===== src/hdl/pdpr_pkg.sv =====
// Port data and pin readback: shared constants.
// Assumes a 32-bit APB slave with each register in one aligned word.
package pdpr_pkg;

    // Printed register offsets, kept as word indexes (byte address = 4*idx)
    localparam logic [31:0] PA_DATA_IDX     = 32'hffffd102;
    localparam logic [31:0] PA_STATE_IDX    = 32'hffffd11e;
    localparam logic [31:0] PB_DATA_HI_IDX  = 32'hffffd180;
    localparam logic [31:0] PB_DATA_LO_IDX  = 32'hffffd182;
    localparam logic [31:0] PB_STATE_HI_IDX = 32'hffffd19c;
    localparam logic [31:0] PB_STATE_LO_IDX = 32'hffffd19e;
    // Direction registers
    localparam logic [31:0] PA_DIR_HI_IDX   = 32'hffffd108;
    localparam logic [31:0] PA_DIR_LO_IDX   = 32'hffffd10a;
    localparam logic [31:0] PB_DIR_HI_IDX   = 32'hffffd188;
    localparam logic [31:0] PB_DIR_LO_IDX   = 32'hffffd18a;

    // Widths
    localparam int PA_W  = 16;
    localparam int PB_W  = 5;
    localparam int REG_W = 16;

    // Reset values
    localparam logic [15:0] DATA_RST = 16'h0000;
    localparam logic [15:0] DIR_RST  = 16'h0000;

    // Implemented bits, full and reduced variants
    localparam logic [15:0] PA_MASK_FULL    = 16'hffff;
    localparam logic [15:0] PA_MASK_RED     = 16'h03db;
    localparam logic [31:0] PB_IMG_MASK_FULL = 32'h0001002e;
    localparam logic [31:0] PB_IMG_MASK_RED  = 32'h0000002a;
    localparam logic [4:0]  PB_PIN_MASK_FULL = 5'h1f;
    localparam logic [4:0]  PB_PIN_MASK_RED  = 5'h0d;

    // Bit position of port B pin n inside the {high,low} image
    localparam int PB_POS [0:4] = '{1, 2, 3, 5, 16};

endpackage


===== src/hdl/pdpr_sync.sv =====
// Port data and pin readback: pin input synchroniser.
// Assumes asynchronous pin levels; three stages, change taken on agreement.
`timescale 1ns/1ns
`default_nettype none
module pdpr_sync #(
    parameter int W = 1
) (
    // Clock and reset
    input  wire logic         pclk,
    input  wire logic         presetn,
    // Raw and settled levels
    input  wire logic [W-1:0] din,
    output logic      [W-1:0] dout
);
    import pdpr_pkg::*;

    typedef struct packed {
        logic [W-1:0] s1;
        logic [W-1:0] s2;
        logic [W-1:0] s3;
        logic [W-1:0] q;
    } pdpr_sync_s;

    pdpr_sync_s st_reg;
    pdpr_sync_s st_next;
    logic [W-1:0] agree;

    // Stage one feeds stage two only; the filter looks at two and three
    always_comb begin
        st_next    = st_reg;
        st_next.s1 = din;
        st_next.s2 = st_reg.s1;
        st_next.s3 = st_reg.s2;
        agree      = ~(st_reg.s2 ^ st_reg.s3);
        st_next.q  = (agree & st_reg.s3) | (~agree & st_reg.q);
    end

    // State register
    always_ff @(posedge pclk or negedge presetn) begin
        if (!presetn) begin
            st_reg <= '0;
        end else begin
            st_reg <= st_next;
        end
    end

    assign dout = st_reg.q;
endmodule
`default_nettype wire


===== src/hdl/pdpr_top.sv =====
// Port data and pin readback for ports A and B, APB register slave.
// Assumes pin function selection arrives as per-pin inputs from outside.
//
// Functional notes
// - Direction 0 with general input: reads give the pin, writes store.
// - Direction 0 with another function: reads give the pin, no drive.
// - Direction 1 with general output: stored bit drives, read it back.
// - Direction 1 with another function: read stored bit, pin untouched.
// - Port A pin-state register shows live pins whatever the function.
// - Writes to pin-state registers are ignored.
// - Full variant maps pin-state bits 15..0 onto port A pins 15..0.
// - Reduced variant implements only bits 9..6, 4, 3, 1 and 0.
// - Reduced variant reads bits 15..10, 5 and 2 as zero.
// - Port B has five pins in full and three in reduced variant.
// - Port B data registers are read-write and reset to zero.
// - Port B high pin-state register is read-only, any access width.
// - Port B low pin-state register is read-only, 8 or 16 bit only.
// - Port B data registers behave like port A data.
// - Port A data register is 16 bits read-write, reset to zero.
//
// Register access over APB is this design's own decision.
`timescale 1ns/1ns
`default_nettype none
module pdpr_top #(
    parameter bit FULL_VARIANT = 1'b1
) (
    // Clock and reset
    input  wire logic                      pclk,
    input  wire logic                      presetn,
    // APB slave
    input  wire logic [31:0]               paddr,
    input  wire logic                      psel,
    input  wire logic                      penable,
    input  wire logic                      pwrite,
    input  wire logic [31:0]               pwdata,
    input  wire logic [3:0]                pstrb,
    output logic      [31:0]               prdata,
    output logic                           pready,
    output logic                           pslverr,
    // Port A pins and function select
    input  wire logic [pdpr_pkg::PA_W-1:0] pa_pin_in,
    output logic      [pdpr_pkg::PA_W-1:0] pa_pin_out,
    output logic      [pdpr_pkg::PA_W-1:0] pa_pin_oe,
    input  wire logic [pdpr_pkg::PA_W-1:0] pa_func_gpio,
    input  wire logic [pdpr_pkg::PA_W-1:0] pa_periph_out,
    input  wire logic [pdpr_pkg::PA_W-1:0] pa_periph_oe,
    // Port B pins (PB1, PB2, PB3, PB5, PB16) and function select
    input  wire logic [pdpr_pkg::PB_W-1:0] pb_pin_in,
    output logic      [pdpr_pkg::PB_W-1:0] pb_pin_out,
    output logic      [pdpr_pkg::PB_W-1:0] pb_pin_oe,
    input  wire logic [pdpr_pkg::PB_W-1:0] pb_func_gpio,
    input  wire logic [pdpr_pkg::PB_W-1:0] pb_periph_out,
    input  wire logic [pdpr_pkg::PB_W-1:0] pb_periph_oe
);
    import pdpr_pkg::*;

    typedef struct packed {
        logic [15:0] pa_data;
        logic [15:0] pa_dir;
        logic [31:0] pb_data;
        logic [31:0] pb_dir;
        logic [15:0] pa_out;
        logic [15:0] pa_oe;
        logic [4:0]  pb_out;
        logic [4:0]  pb_oe;
        logic [31:0] prdata;
        logic        pready;
        logic        pslverr;
    } pdpr_state_s;

    localparam logic [15:0] PA_MASK  = FULL_VARIANT ? PA_MASK_FULL
                                                    : PA_MASK_RED;
    localparam logic [31:0] PB_IMG_M = FULL_VARIANT ? PB_IMG_MASK_FULL
                                                    : PB_IMG_MASK_RED;
    localparam logic [4:0]  PB_PIN_M = FULL_VARIANT ? PB_PIN_MASK_FULL
                                                    : PB_PIN_MASK_RED;

    pdpr_state_s st_reg;
    pdpr_state_s st_next;

    logic [15:0] pa_sync;
    logic [4:0]  pb_sync;
    logic [15:0] pa_rd;
    logic [31:0] pb_img;
    logic [31:0] pb_rd;
    logic        setup;
    logic        wr;

    // Word match on the index; upper index bits fall off the bus
    function automatic logic hit(input logic [31:0] a,
                                 input logic [31:0] idx);
        hit = (a[31:2] == idx[29:0]);
    endfunction

    // Byte-lane merge into a 16-bit register
    function automatic logic [15:0] merge16(input logic [15:0] old,
                                            input logic [31:0] wd,
                                            input logic [3:0]  strb);
        merge16 = old;
        if (strb[0]) begin
            merge16[7:0] = wd[7:0];
        end
        if (strb[1]) begin
            merge16[15:8] = wd[15:8];
        end
    endfunction

    // Spread the five port B pins into the {high,low} image
    function automatic logic [31:0] pb_spread(input logic [4:0] v);
        pb_spread = '0;
        for (int i = 0; i < PB_W; i++) begin
            pb_spread[PB_POS[i]] = v[i];
        end
    endfunction

    // Gather the five port B pins from the image
    function automatic logic [4:0] pb_gather(input logic [31:0] v);
        pb_gather = '0;
        for (int i = 0; i < PB_W; i++) begin
            pb_gather[i] = v[PB_POS[i]];
        end
    endfunction

    // Pin synchronisers ahead of every read path
    pdpr_sync #(.W(PA_W)) u_sync_a (
        .pclk    (pclk),
        .presetn (presetn),
        .din     (pa_pin_in),
        .dout    (pa_sync)
    );
    pdpr_sync #(.W(PB_W)) u_sync_b (
        .pclk    (pclk),
        .presetn (presetn),
        .din     (pb_pin_in),
        .dout    (pb_sync)
    );

    // Data readback: pin for direction 0, stored bit for direction 1
    assign pa_rd  = PA_MASK & ((st_reg.pa_dir & st_reg.pa_data)
                  | (~st_reg.pa_dir & pa_sync));
    assign pb_img = PB_IMG_M & pb_spread(pb_sync);
    assign pb_rd  = PB_IMG_M & ((st_reg.pb_dir & st_reg.pb_data)
                  | (~st_reg.pb_dir & pb_img));

    // APB phases; one wait-free access cycle
    assign setup = psel & ~penable;
    assign wr    = psel & penable & st_reg.pready & pwrite;

    // Next state: bus answer, register writes, pin drive
    always_comb begin
        logic [31:0] rd;
        logic        err;
        logic        lo_only;
        logic [31:0] pb_w;
        rd      = '0;
        err     = 1'b0;
        lo_only = 1'b1;
        pb_w    = '0;
        st_next = st_reg;
        st_next.pready = setup;
        // Read mux, settled in the setup cycle
        if (hit(paddr, PA_DATA_IDX)) begin
            rd[15:0] = pa_rd;
        end else if (hit(paddr, PA_STATE_IDX)) begin
            rd[15:0] = pa_sync & PA_MASK;
        end else if (hit(paddr, PA_DIR_HI_IDX)) begin
            rd = '0;
        end else if (hit(paddr, PA_DIR_LO_IDX)) begin
            rd[15:0] = st_reg.pa_dir;
        end else if (hit(paddr, PB_DATA_HI_IDX)) begin
            rd[15:0] = pb_rd[31:16];
            lo_only  = 1'b0;
        end else if (hit(paddr, PB_DATA_LO_IDX)) begin
            rd[15:0] = pb_rd[15:0];
        end else if (hit(paddr, PB_STATE_HI_IDX)) begin
            rd[15:0] = pb_img[31:16];
            lo_only  = 1'b0;
        end else if (hit(paddr, PB_STATE_LO_IDX)) begin
            rd[15:0] = pb_img[15:0];
        end else if (hit(paddr, PB_DIR_HI_IDX)) begin
            rd[15:0] = st_reg.pb_dir[31:16];
            lo_only  = 1'b0;
        end else if (hit(paddr, PB_DIR_LO_IDX)) begin
            rd[15:0] = st_reg.pb_dir[15:0];
        end else begin
            err = 1'b1;
        end
        // Wide writes are refused to every word except the three port B high words
        if (pwrite && lo_only && (pstrb[3:2] != 2'b00)) begin
            err = 1'b1;
        end
        if (setup) begin
            st_next.prdata  = pwrite ? 32'h0000_0000 : rd;
            st_next.pslverr = err;
        end
        // Writes land at the access edge; data is stored whatever the mode
        if (wr && !st_reg.pslverr) begin
            if (hit(paddr, PA_DATA_IDX)) begin
                st_next.pa_data = PA_MASK & merge16(st_reg.pa_data,
                                  pwdata, pstrb);
            end else if (hit(paddr, PA_DIR_LO_IDX)) begin
                st_next.pa_dir = PA_MASK & merge16(st_reg.pa_dir,
                                 pwdata, pstrb);
            end else if (hit(paddr, PB_DATA_HI_IDX)) begin
                pb_w = {merge16(st_reg.pb_data[31:16], pwdata, pstrb),
                        st_reg.pb_data[15:0]};
                st_next.pb_data = PB_IMG_M & pb_w;
            end else if (hit(paddr, PB_DATA_LO_IDX)) begin
                pb_w = {st_reg.pb_data[31:16],
                        merge16(st_reg.pb_data[15:0], pwdata, pstrb)};
                st_next.pb_data = PB_IMG_M & pb_w;
            end else if (hit(paddr, PB_DIR_HI_IDX)) begin
                pb_w = {merge16(st_reg.pb_dir[31:16], pwdata, pstrb),
                        st_reg.pb_dir[15:0]};
                st_next.pb_dir = PB_IMG_M & pb_w;
            end else if (hit(paddr, PB_DIR_LO_IDX)) begin
                pb_w = {st_reg.pb_dir[31:16],
                        merge16(st_reg.pb_dir[15:0], pwdata, pstrb)};
                st_next.pb_dir = PB_IMG_M & pb_w;
            end
            // Pin-state words take no write at all
        end
        // Pin drive: general function uses data and direction
        st_next.pa_out = PA_MASK & ((pa_func_gpio & st_next.pa_data)
                       | (~pa_func_gpio & pa_periph_out));
        st_next.pa_oe  = PA_MASK & ((pa_func_gpio & st_next.pa_dir)
                       | (~pa_func_gpio & pa_periph_oe));
        st_next.pb_out = PB_PIN_M & ((pb_func_gpio
                       & pb_gather(st_next.pb_data))
                       | (~pb_func_gpio & pb_periph_out));
        st_next.pb_oe  = PB_PIN_M & ((pb_func_gpio
                       & pb_gather(st_next.pb_dir))
                       | (~pb_func_gpio & pb_periph_oe));
    end

    // State register
    always_ff @(posedge pclk or negedge presetn) begin
        if (!presetn) begin
            st_reg         <= '0;
            st_reg.pa_data <= DATA_RST;
            st_reg.pa_dir  <= DIR_RST;
        end else begin
            st_reg <= st_next;
        end
    end

    // Outputs straight from the state register
    assign prdata     = st_reg.prdata;
    assign pready     = st_reg.pready;
    assign pslverr    = st_reg.pslverr;
    assign pa_pin_out = st_reg.pa_out;
    assign pa_pin_oe  = st_reg.pa_oe;
    assign pb_pin_out = st_reg.pb_out;
    assign pb_pin_oe  = st_reg.pb_oe;
endmodule
`default_nettype wire


===== config.mk =====
export PLATFORM = sky130hd
export DESIGN_NAME = pdpr_top
export DESIGN_NICKNAME = d
export VERILOG_FILES = /design/src/hdl/pdpr_pkg.sv /design/src/hdl/pdpr_sync.sv /design/src/hdl/pdpr_top.sv
export SDC_FILE = /design/constraint.sdc
export NUM_CORES = 1
export LEC_CHECK = 0
export BUFFER_PORTS_ARGS = -buffer_cell sky130_fd_sc_hd__buf_2
export CORE_MARGIN = 1.5
export CORE_UTILIZATION = 40
export CTS_CLUSTER_DIAMETER = 40
export CTS_CLUSTER_SIZE = 28
export DETAILED_ROUTE_END_ITERATION = 10
export PLACE_DENSITY = 0.74
export SYNTH_ARGS = -nofsm -noshare
export SYNTH_HDL_FRONTEND = slang
export SYNTH_SLANG_ARGS = --single-unit

===== constraint.sdc =====
create_clock -name pclk -period 1.9 [get_ports pclk]
set_input_delay 0.285 -clock pclk [delete_from_list [all_inputs] [get_ports pclk]]
set_output_delay 0.285 -clock pclk [all_outputs]
set_load 0.01 [all_outputs]

==> parameters.txt, run 1 <==
Parameter                              Value

Yosys
  Synthesis-stage register bit count    ~190
  Commonest cells in the synthesized netlist    dfrtp_1 (186), buf_4 (74), mux2_2 (61)
  Most instantiated flip-flop cell in the synthesis netlist    dfrtp_1
  Most frequent cell after synthesis    dfrtp_1
  Library cells used by synthesis    48
  Main area contributors after synthesis    dfrtp_1 (61%), mux2_2 (9.0%), buf_4 (7.3%)
  Average cell area after synthesis    between 10 and 15 sq um
  Number of synthesis warnings    0
  Sequential area share after synthesis    ~61%
  Fraction of post-synthesis cell area in the top cell type by area    between 60% and 70%
  Number of synthesized flops with an enable pin    0
  Cell type with the largest total area after synthesis    dfrtp_1
  Synthesized instance count    roughly 560
  Netlist Area Pre-Place    approximately 0.0076 sq mm
  Proportion of register bits with asynchronous set or reset after synthesis    100.0%

STA
  Worst Skew    a little under 0.009 ns
  Number of setup violations in the final report    1
  Unrepaired setup endpoints after global routing    true
  Final-layout worst hold slack    0.08714 ns
  Fin crit period    roughly 1.9 ns
  Maximum clock frequency    between 500 and 600 MHz
  Final max-slew violation count    0
  Final setup margin    -0.002058 ns
  Number of endpoints with negative hold slack in the final report    0
  Share of the clock period used by the worst path after layout    100.1%

Floorplanning
  Effective utilization at floorplan    40.87%
  Core area    0.01871 sq mm
  Num ports    roughly 230
  Horizontal die dimension    ~140 um
  Die extent in y    141.2 um
  # rows    50
  Area of the die    around 0.02 sq mm

Critical path
  CP endpoint kind    flip-flop
  Nature of the critical path startpoint    flip-flop
  Length in cells of the worst reg-to-reg path    7
  Reg-to-reg critical path startpoint    pslverr$_DFFE_PN0P_
  Setup slack of the worst register-to-register path    -0.002 ns
  Capture point of the worst reg-to-reg path    pa_pin_out[10]$_DFF_PN0_
  Critical path data arrival time    about 2.2 ns
  Crit path max fanout    8
  Kind of critical path    reg2reg
  Required time of the critical path    2.21 ns

Drt
  WL per Instance    roughly 18 um
  Initial DRC Count    around 200
  Count of vias placed by the detailed router    between 5k and 6k
  Routed vias/inst    between 5 and 6
  Final ANT Viol Nets    0
  Total DRC errors in the routed layout    0
  First-pass DRT Iterations    6
  WL final    18280 um

Placement
  Placement Cell Area    slightly below 0.009 sq mm
  Worst setup slack after placement    -0.5168 ns
  Routability cong.    between 0.8 and 0.9
  Port bufs    a little under 200
  HPWL after detailed placement    13360 um

Layout
  Share of the core filled with cells    a little over half
  Combined area of the multi-input logic cells    0.002542 sq mm
  Number of filler instances in the final layout    1565
  Max FFs per register    between 40 and 50
  Share of final-layout standard cells stronger than drive strength 1    about 47%
  Growth of design area from synthesis to finish    28.49%
  Combined flip-flop and latch cell area    about 0.0047 sq mm
  NumNets Final    between 900 and 1k
  Final instance area    0.009823 sq mm

Status
  Run status    finished, violations left
  Violated checks    negative setup slack

Pwr
  Logic pwr share    under 10%
  Worst vdd ir    between 0.6 and 0.7 mV
  Leakage power    just over 5 nW
  Sequential cell fraction of total power    50.5%
  Cell-internal power    between 6 and 7 mW
  Switching power share of the total    between 20% and 30%
  Post-layout power    just over 8 mW
  Pwr per Cell Area    about 850 mW/mm^2
  Clk pwr share    between 40% and 50%
  Net switching component of the power    roughly 2.0 mW

CTS
  Post-CTS clock slew at the launch and capture registers of the worst setup and hold paths    ~0.07 ns
  H-Tree Level Count    4
  TritonCTS clock tree    yes
  Buffer cell driving the clock tree root    clkbuf_16
  Clock latency at the later pin of the worst-skew pair    about 0.43 ns
  Number of sinks on the clock net    186
  Largest buffer count on any clock path    2
  Number of CTS-inserted buffers    17

Worst hold path
  Worst Hold Path Cells    2
  Start point of the worst min-delay path    pa_periph_oe[6]
  Hold EP    pa_pin_oe[6]$_DFF_PN0_
  Type of the most critical hold path    in2reg

GRT
  Grt ovf    0
  Number of global-route vias before repair    roughly 5.7k
  Global-route wire length before repair    between 20000 and 30000 um
  Initial antenna violation count    4
  Maximum number of pins on one net before global-route repair    48
  Global-route total usage across every layer    between 10% and 20%

Flow run
  Max-capacitance violation count    0
-- through the flow --
| stage | instances | TNS (ns) |
|---|---|---|
| floorplan | 576 | -9.650 |
| global placement | 970 | -29.43 |
| detailed placement | 970 | -29.70 |
| CTS | 1027 | 0 |
| global route | 1028 | -1.186 |
| finish | 1029 | -0.002058 |
-- critical path, cell delays in order, from the launching register on --
cell and delay, ns:
dfrtp_1 0.38, nand4b_1 0.19, buf_6 0.16, nor2_4 0.11
buf_6 0.11, nand4_4 0.19, mux2_4 0.38, mux2_4 0.26
-- cell type report --
type	count	share of cell area [%]
clock inverters	14	1.541
inverters	4	0.1528
multi-input cells	299	25.88
well taps	234	2.981
repair buffers	274	17.70
clock buffers	17	4.331
flip-flops and latches	186	47.38
diodes	1	0.02547
-- cells by family after synthesis --
family                   Yosys count  share of synthesized area [%]
multiplexers                      83                          12.78
AND/OR/NAND/NOR                   93                          7.430
other                              1                        0.04905
flip-flops                       186                          60.88
AO/OA/AOI/OAI                     86                          7.938
buffers and inverters             91                          8.167
adder cells (fa/ha/maj)           21                          2.750
-- worst max path at each step --
stage | from | depth (start not counted) | to
after CTS | pslverr$_DFFE_PN0P_ | 7 | pa_pin_out[10]$_DFF_PN0_
after detailed placement | paddr[12] | 8 | pa_pin_oe[4]$_DFF_PN0_
after floorplan | paddr[15] | 5 | pa_pin_out[10]$_DFF_PN0_
after global placement | paddr[12] | 8 | pa_pin_oe[4]$_DFF_PN0_
final | pslverr$_DFFE_PN0P_ | 7 | pa_pin_out[10]$_DFF_PN0_
after global routing | pslverr$_DFFE_PN0P_ | 7 | pa_pin_out[10]$_DFF_PN0_
-- repair_timing --
| action | in CTS | in global routing |
|---|---|---|
| endpoints found under the setup margin | 29 | 34 |
| hold endpoints to repair | 60 | 0 |
| setup buffers | 4 | 1 |
| hold buffers | 22 | 0 |
| pin swaps | 7 | 14 |
| gates resized for setup | 11 | 11 |
-- layout by cell type (no fill, tap or decap), types with 2 or more instances in the layout --
cell	Yosys	layout
buf_2	4	197
dfrtp_1	186	186
mux2_2	61	51
buf_4	74	40
mux2_4	14	24
a21o_1	22	22
dlygate4sd3_1	0	22
maj3_1	21	21
o21ai_0	20	20
nand2_1	18	18
nor2_1	19	17
clkbuf_16	0	17
nand4_1	16	16
conb_1	1	16
a32o_1	11	11
mux2i_1	8	8
a21oi_1	8	8
nand3_1	7	7
a31oi_1	8	7
buf_6	0	7
buf_12	0	7
inv_6	0	6
nand2b_1	5	5
nand4b_1	4	4
inv_1	4	4
a22o_1	4	4
inv_8	0	4
nor4_4	1	3
nor2_4	0	3
a221oi_1	3	3
or4b_4	1	2
and3_1	2	2
nand4_4	2	2
nor4_2	0	2
and2_1	2	2
a41oi_1	2	2
o211ai_1	2	2
o32ai_1	2	2
clkinvlp_4	0	2
-- layer usage --
metal / GRT usage [%] / part of all wire, % / up-vias
met2: 33.54 / 50 / 217
li1: - / - / 2385
met4: 8.388 / 2.4 / 2
met5: 0 / 0.071 / -
met3: 5.944 / 7.3 / 32
met1: 21.98 / 40 / 2530
-- power groups by stage --
| stage | registers, mW | clock network [mW] | logic, mW |
|---|---|---|---|
| CTS | 4.20 | 3.56 | 0.647 |
| global placement | 4.27 | 0 | 0.595 |
| floorplan | 4.24 | 0 | 0.304 |
| global route | 4.21 | 3.73 | 0.708 |
| finish | 4.20 | 3.47 | 0.644 |
| detailed placement | 4.27 | 0 | 0.605 |
Note: power is estimated with default switching activity, not from simulation.
==> inputs of run 2 (changes only) <==
--- a/config.mk
+++ b/config.mk
@@ -5,13 +5,14 @@
 export SDC_FILE = /design/constraint.sdc
 export NUM_CORES = 1
 export LEC_CHECK = 0
+export ABC_AREA = 1
 export BUFFER_PORTS_ARGS = -buffer_cell sky130_fd_sc_hd__buf_2
 export CORE_MARGIN = 1.5
-export CORE_UTILIZATION = 40
+export CORE_UTILIZATION = 53
 export CTS_CLUSTER_DIAMETER = 40
 export CTS_CLUSTER_SIZE = 28
 export DETAILED_ROUTE_END_ITERATION = 10
-export PLACE_DENSITY = 0.74
+export PLACE_DENSITY = 0.88
 export SYNTH_ARGS = -nofsm -noshare
 export SYNTH_HDL_FRONTEND = slang
 export SYNTH_SLANG_ARGS = --single-unit
==> constraint.sdc (replaced) <==
create_clock -name pclk -period 1.92 [get_ports pclk]
set_input_delay 0.288 -clock pclk [delete_from_list [all_inputs] [get_ports pclk]]
set_output_delay 0.288 -clock pclk [all_outputs]
set_load 0.01 [all_outputs]
==> run 2 against run 1 <==
  * The flow now finishes without violations
  * Non-clock buffer count shrank 42
  * Largest cell class unchanged
  * Power down 0.53%
  * Routed wire length fell by 1.6%
  * Global-route usage up 2.6 points
  * Register-to-register slack improved by 0.24 ns
  * Synthesized cell count is 65% higher
  * Synthesized area grew 12%
  * Utilization up 12 points
  * Via count increased by 23%
  * First-iteration DRC count increased by 85%
  * Sequential cell count unchanged
  * Worst setup slack gained 0.24 ns
==> parameters.txt, run 2 <==
Parameter                              Value

Status
  Run status    finished clean

Layout
  Combined area of the multi-input logic cells    0.002738 sq mm (+7.7%)
  Share of final-layout standard cells stronger than drive strength 1    30.62% (-17 points)
  Growth of design area from synthesis to finish    18.90%
  Final instance area    0.01018 sq mm (+3.7%)
  Number of filler instances in the final layout    1234 (-21%)
  Max FFs per register    42 (unchanged)
  Leading cell types in the layout, fill and taps excluded    nand2_1 (224), buf_2 (197), dfrtp_1 (186)
  Most frequent standard cell in the layout excluding fill and tap cells    nand2_1
  NumNets Final    1261 (+34%)
  Count of inserted antenna diode cells    0 (-1)
  Combined flip-flop and latch cell area    0.004654 sq mm (unchanged)

CTS
  Post-CTS clock slew at the launch and capture registers of the worst setup and hold paths    0.07 ns (about the same)
  Post-CTS Resized    0 (-11)
  Buffer cell driving the clock tree root    clkbuf_16
  H-Tree Level Count    4 (unchanged)
  Largest buffer count on any clock path    2 (unchanged)
  Number of CTS-inserted buffers    17 (unchanged)
  Number of sinks on the clock net    186 (unchanged)
  Number of hold buffers added after cts    22 (unchanged)
  Setup Fix Bufs, Post-CTS    0 (-4)
  Clock latency at the later pin of the worst-skew pair    0.43 ns (about the same)
  TritonCTS clock tree    yes

Yosys
  Number of synthesized flops with an enable pin    0 (unchanged)
  Combinational family with the most area after synthesis    simple AND/OR/NAND/NOR gates
  Most instantiated flip-flop cell in the synthesis netlist    dfrtp_1
  Proportion of register bits with asynchronous set or reset after synthesis    100.0% (unchanged)
  Simple-gate portion of the synthesized area    18.10% (+11 points)
  Netlist Area Pre-Place    0.008564 sq mm (+12%)
  Synthesis-stage register bit count    186 (unchanged)
  Most frequent cell after synthesis    nand2_1
  Multiplexer fraction of the synthesized cell area    0.6428% (-12 points)
  Number of synthesis warnings    0 (unchanged)
  Average cell area after synthesis    9.269 sq um (-32%)
  Share of the synthesized area in compound gates (AO/OA/AOI/OAI)    10.07% (+2.1 points)
  Fraction of post-synthesis cell area in the top cell type by area    54.35% (-6.5 points)
  Main area contributors after synthesis    dfrtp_1 (54%), nand2_1 (9.8%), buf_4 (6.6%)
  Synthesized instance count    924 (+65%)
  Fraction of synthesized cell area in xor and xnor cells    0% (unchanged)
  Adder and majority gate portion of the synthesized area    2.454% (-0.30 points)
  Sequential area share after synthesis    54.35% (-6.5 points)
  Commonest cells in the synthesized netlist    nand2_1 (224), dfrtp_1 (186), inv_1 (142)
  Library cells used by synthesis    34 (-29%)
  Cell type with the largest total area after synthesis    dfrtp_1

Pwr
  Sequential cell fraction of total power    50.2% (-0.3 points)
  Cell-internal power    6.241 mW (-1.0%)
  Worst vdd ir    0.6231 mV (-3.2%)
  Leakage power    5.400 nW (+6.5%)
  Net switching component of the power    2.024 mW (+0.97%)
  Pwr per Cell Area    811.6 mW/mm^2 (-4.0%)
  Switching power share of the total    24.49% (+0.36 points)
  Clk pwr share    42.2% (+0.4 points)
  Logic pwr share    7.5% (-0.3 points)

Flow run
  Max-capacitance violation count    0 (unchanged)

GRT
  Initial antenna violation count    0 (-4)
  Global-route wire length before repair    28570 um (-1.8%)
  Grt ovf    0 (unchanged)
  Global-route total usage across every layer    21.94% (+2.6 points)
  Number of global-route vias before repair    6112 (+8.0%)
  Maximum number of pins on one net before global-route repair    73 (+52%)

Critical path
  Kind of critical path    reg2reg
  Nature of the critical path startpoint    flip-flop
  Most repeated library cell on the critical path    nand2_1
  Crit path max fanout    8 (unchanged)
  Sequence of cells on the critical path    nor2_1 -> nand3_2 -> nor2_4 -> nand2_4 -> nor2_4 -> nand2_1 -> o21a_1 -> nand2_1 -> nand2_1
  CP endpoint kind    flip-flop
  Gate family responsible for the most delay along the worst path    simple AND/OR/NAND/NOR gates
  Critical path data arrival time    2.01 ns (-0.21 ns)
  Number of buffers and inverters on the critical path    0 (-2)
  Required time of the critical path    2.24 ns (+0.03 ns)
  Slowest stage cell on the critical path    dfrtp_1
  Largest stage delay on the critical path    0.40 ns (+0.02 ns)

Placement
  Placement Cell Area    0.009364 sq mm (+5.5%)
  HPWL after detailed placement    13340 um (-0.11%)
  Routability cong.    0.8433 (-2.4%)
  Port bufs    198 (unchanged)

STA
  Number of endpoints with negative hold slack in the final report    0 (unchanged)
  Unrepaired setup endpoints after global routing    false
  Maximum clock frequency    594.6 MHz (+13%)
  Final max-slew violation count    0 (unchanged)
  Share of the clock period used by the worst path after layout    87.60% (-13 points)
  Final-layout setup total negative slack    0 ns (+0.002058 ns)
  Fin crit period    1.682 ns (-0.2202 ns)
  Final-layout worst hold slack    0.05191 ns (-0.03523 ns)
  Worst Skew    0.006012 ns (-0.002860 ns)
  Number of setup violations in the final report    0 (-1)

Worst hold path
  Type of the most critical hold path    in2reg

Floorplanning
  Area of the die    0.01693 sq mm (-15%)
  Num ports    233 (unchanged)
  Die extent in y    130.1 um (-7.9%)
  # rows    46 (-8.0%)
  Horizontal die dimension    130.1 um (-7.9%)
  Effective utilization at floorplan    54.11% (+13 points)
  Core area    0.01583 sq mm (-15%)

Drt
  Routed vias/inst    4.767 (-5.0%)
  Final ANT Viol Nets    0 (unchanged)
  WL per Instance    13.49 um (-24%)
  First-pass DRT Iterations    5 (-1)
  Count of vias placed by the detailed router    6355 (+23%)
  Total DRC errors in the routed layout    0 (unchanged)
  Initial DRC Count    376 (+85%)
  WL final    17980 um (-1.6%)
## run 2: worst min-delay path, cell delays in order
cell and delay, ns:
buf_2 0.07, nand2_1 0.04, nand2_1 0.05
## run 2: cell families after synthesis
| family | count (synthesis) |
|---|---|
| AOI/OAI and AO/OA | 130 |
| DFF | 186 |
| buffers and inverters | 238 |
| muxes | 5 |
| adders and majority gates | 21 |
| and+or+nand+nor | 343 |
| other | 1 |
## run 2: worst paths after layout
path | from | cells after the start | to | slack (ns)
setup / recovery | pslverr$_DFFE_PN0P_ | 9 | pb_pin_out[3]$_DFF_PN0_ | 0.24
hold / removal | pb_periph_oe[2] | 3 | pb_pin_oe[2]$_DFF_PN0_ | 0.05
setup reg to reg | pslverr$_DFFE_PN0P_ | 9 | pb_pin_out[3]$_DFF_PN0_ | 0.24
hold reg to reg | u_sync_a.st_next[37]$_DFF_PN0_ | 0 | u_sync_a.st_next[21]$_DFF_PN0_ | 0.35
max in group asynchronous | presetn | 3 | u_sync_a.st_next[43]$_DFF_PN0_ | 1.06
min in group asynchronous | presetn | 2 | u_sync_b.dout[3]$_DFFE_PN0P_ | 0.27
## run 2: per-layer routing
layer	share of wire (%)	global-route usage (%)	up-vias
met5	0	0	-
li1	-	-	3148
met1	44	28.60	2954
met3	5.8	5.699	34
met4	2.4	8.497	0
met2	47	35.29	219
## run 2: power by group through the flow
stage	Clock, mW	Combinational [mW]	Sequential [mW]
2_1_floorplan	0	0.334	4.21
3_3_place_gp	0	0.568	4.22
3_5_place_dp	0	0.591	4.23
4_1_cts	3.56	0.628	4.15
5_1_grt	3.72	0.703	4.17
6_report	3.49	0.623	4.15
## run 2: metrics by stage
| step | total power [mW] | utilization, % | setup WS (ns) | instances |
|---|---|---|---|---|
| final | 8.265 | 64.34 | 0.2382 | 1333 |
| after global routing | 8.589 | 64.34 | 0.1390 | 1333 |
| after CTS | 8.336 | 64.34 | 0.2279 | 1333 |
| after detailed placement | 4.819 | 59.16 | 0.07307 | 1279 |
| after global placement | 4.788 | 59.16 | 0.1604 | 1279 |
| after floorplan | 4.542 | - | 0.4412 | 939 |
## run 2: final cells by class
type,instances,share of cell area (%)
Sequential cell,186,45.71
Inverter,152,5.640
Multi-Input combinational cell,515,26.88
Tap cell,216,2.654
Clock buffer,18,4.313
Timing Repair Buffer,232,13.23
Clock inverter,14,1.573
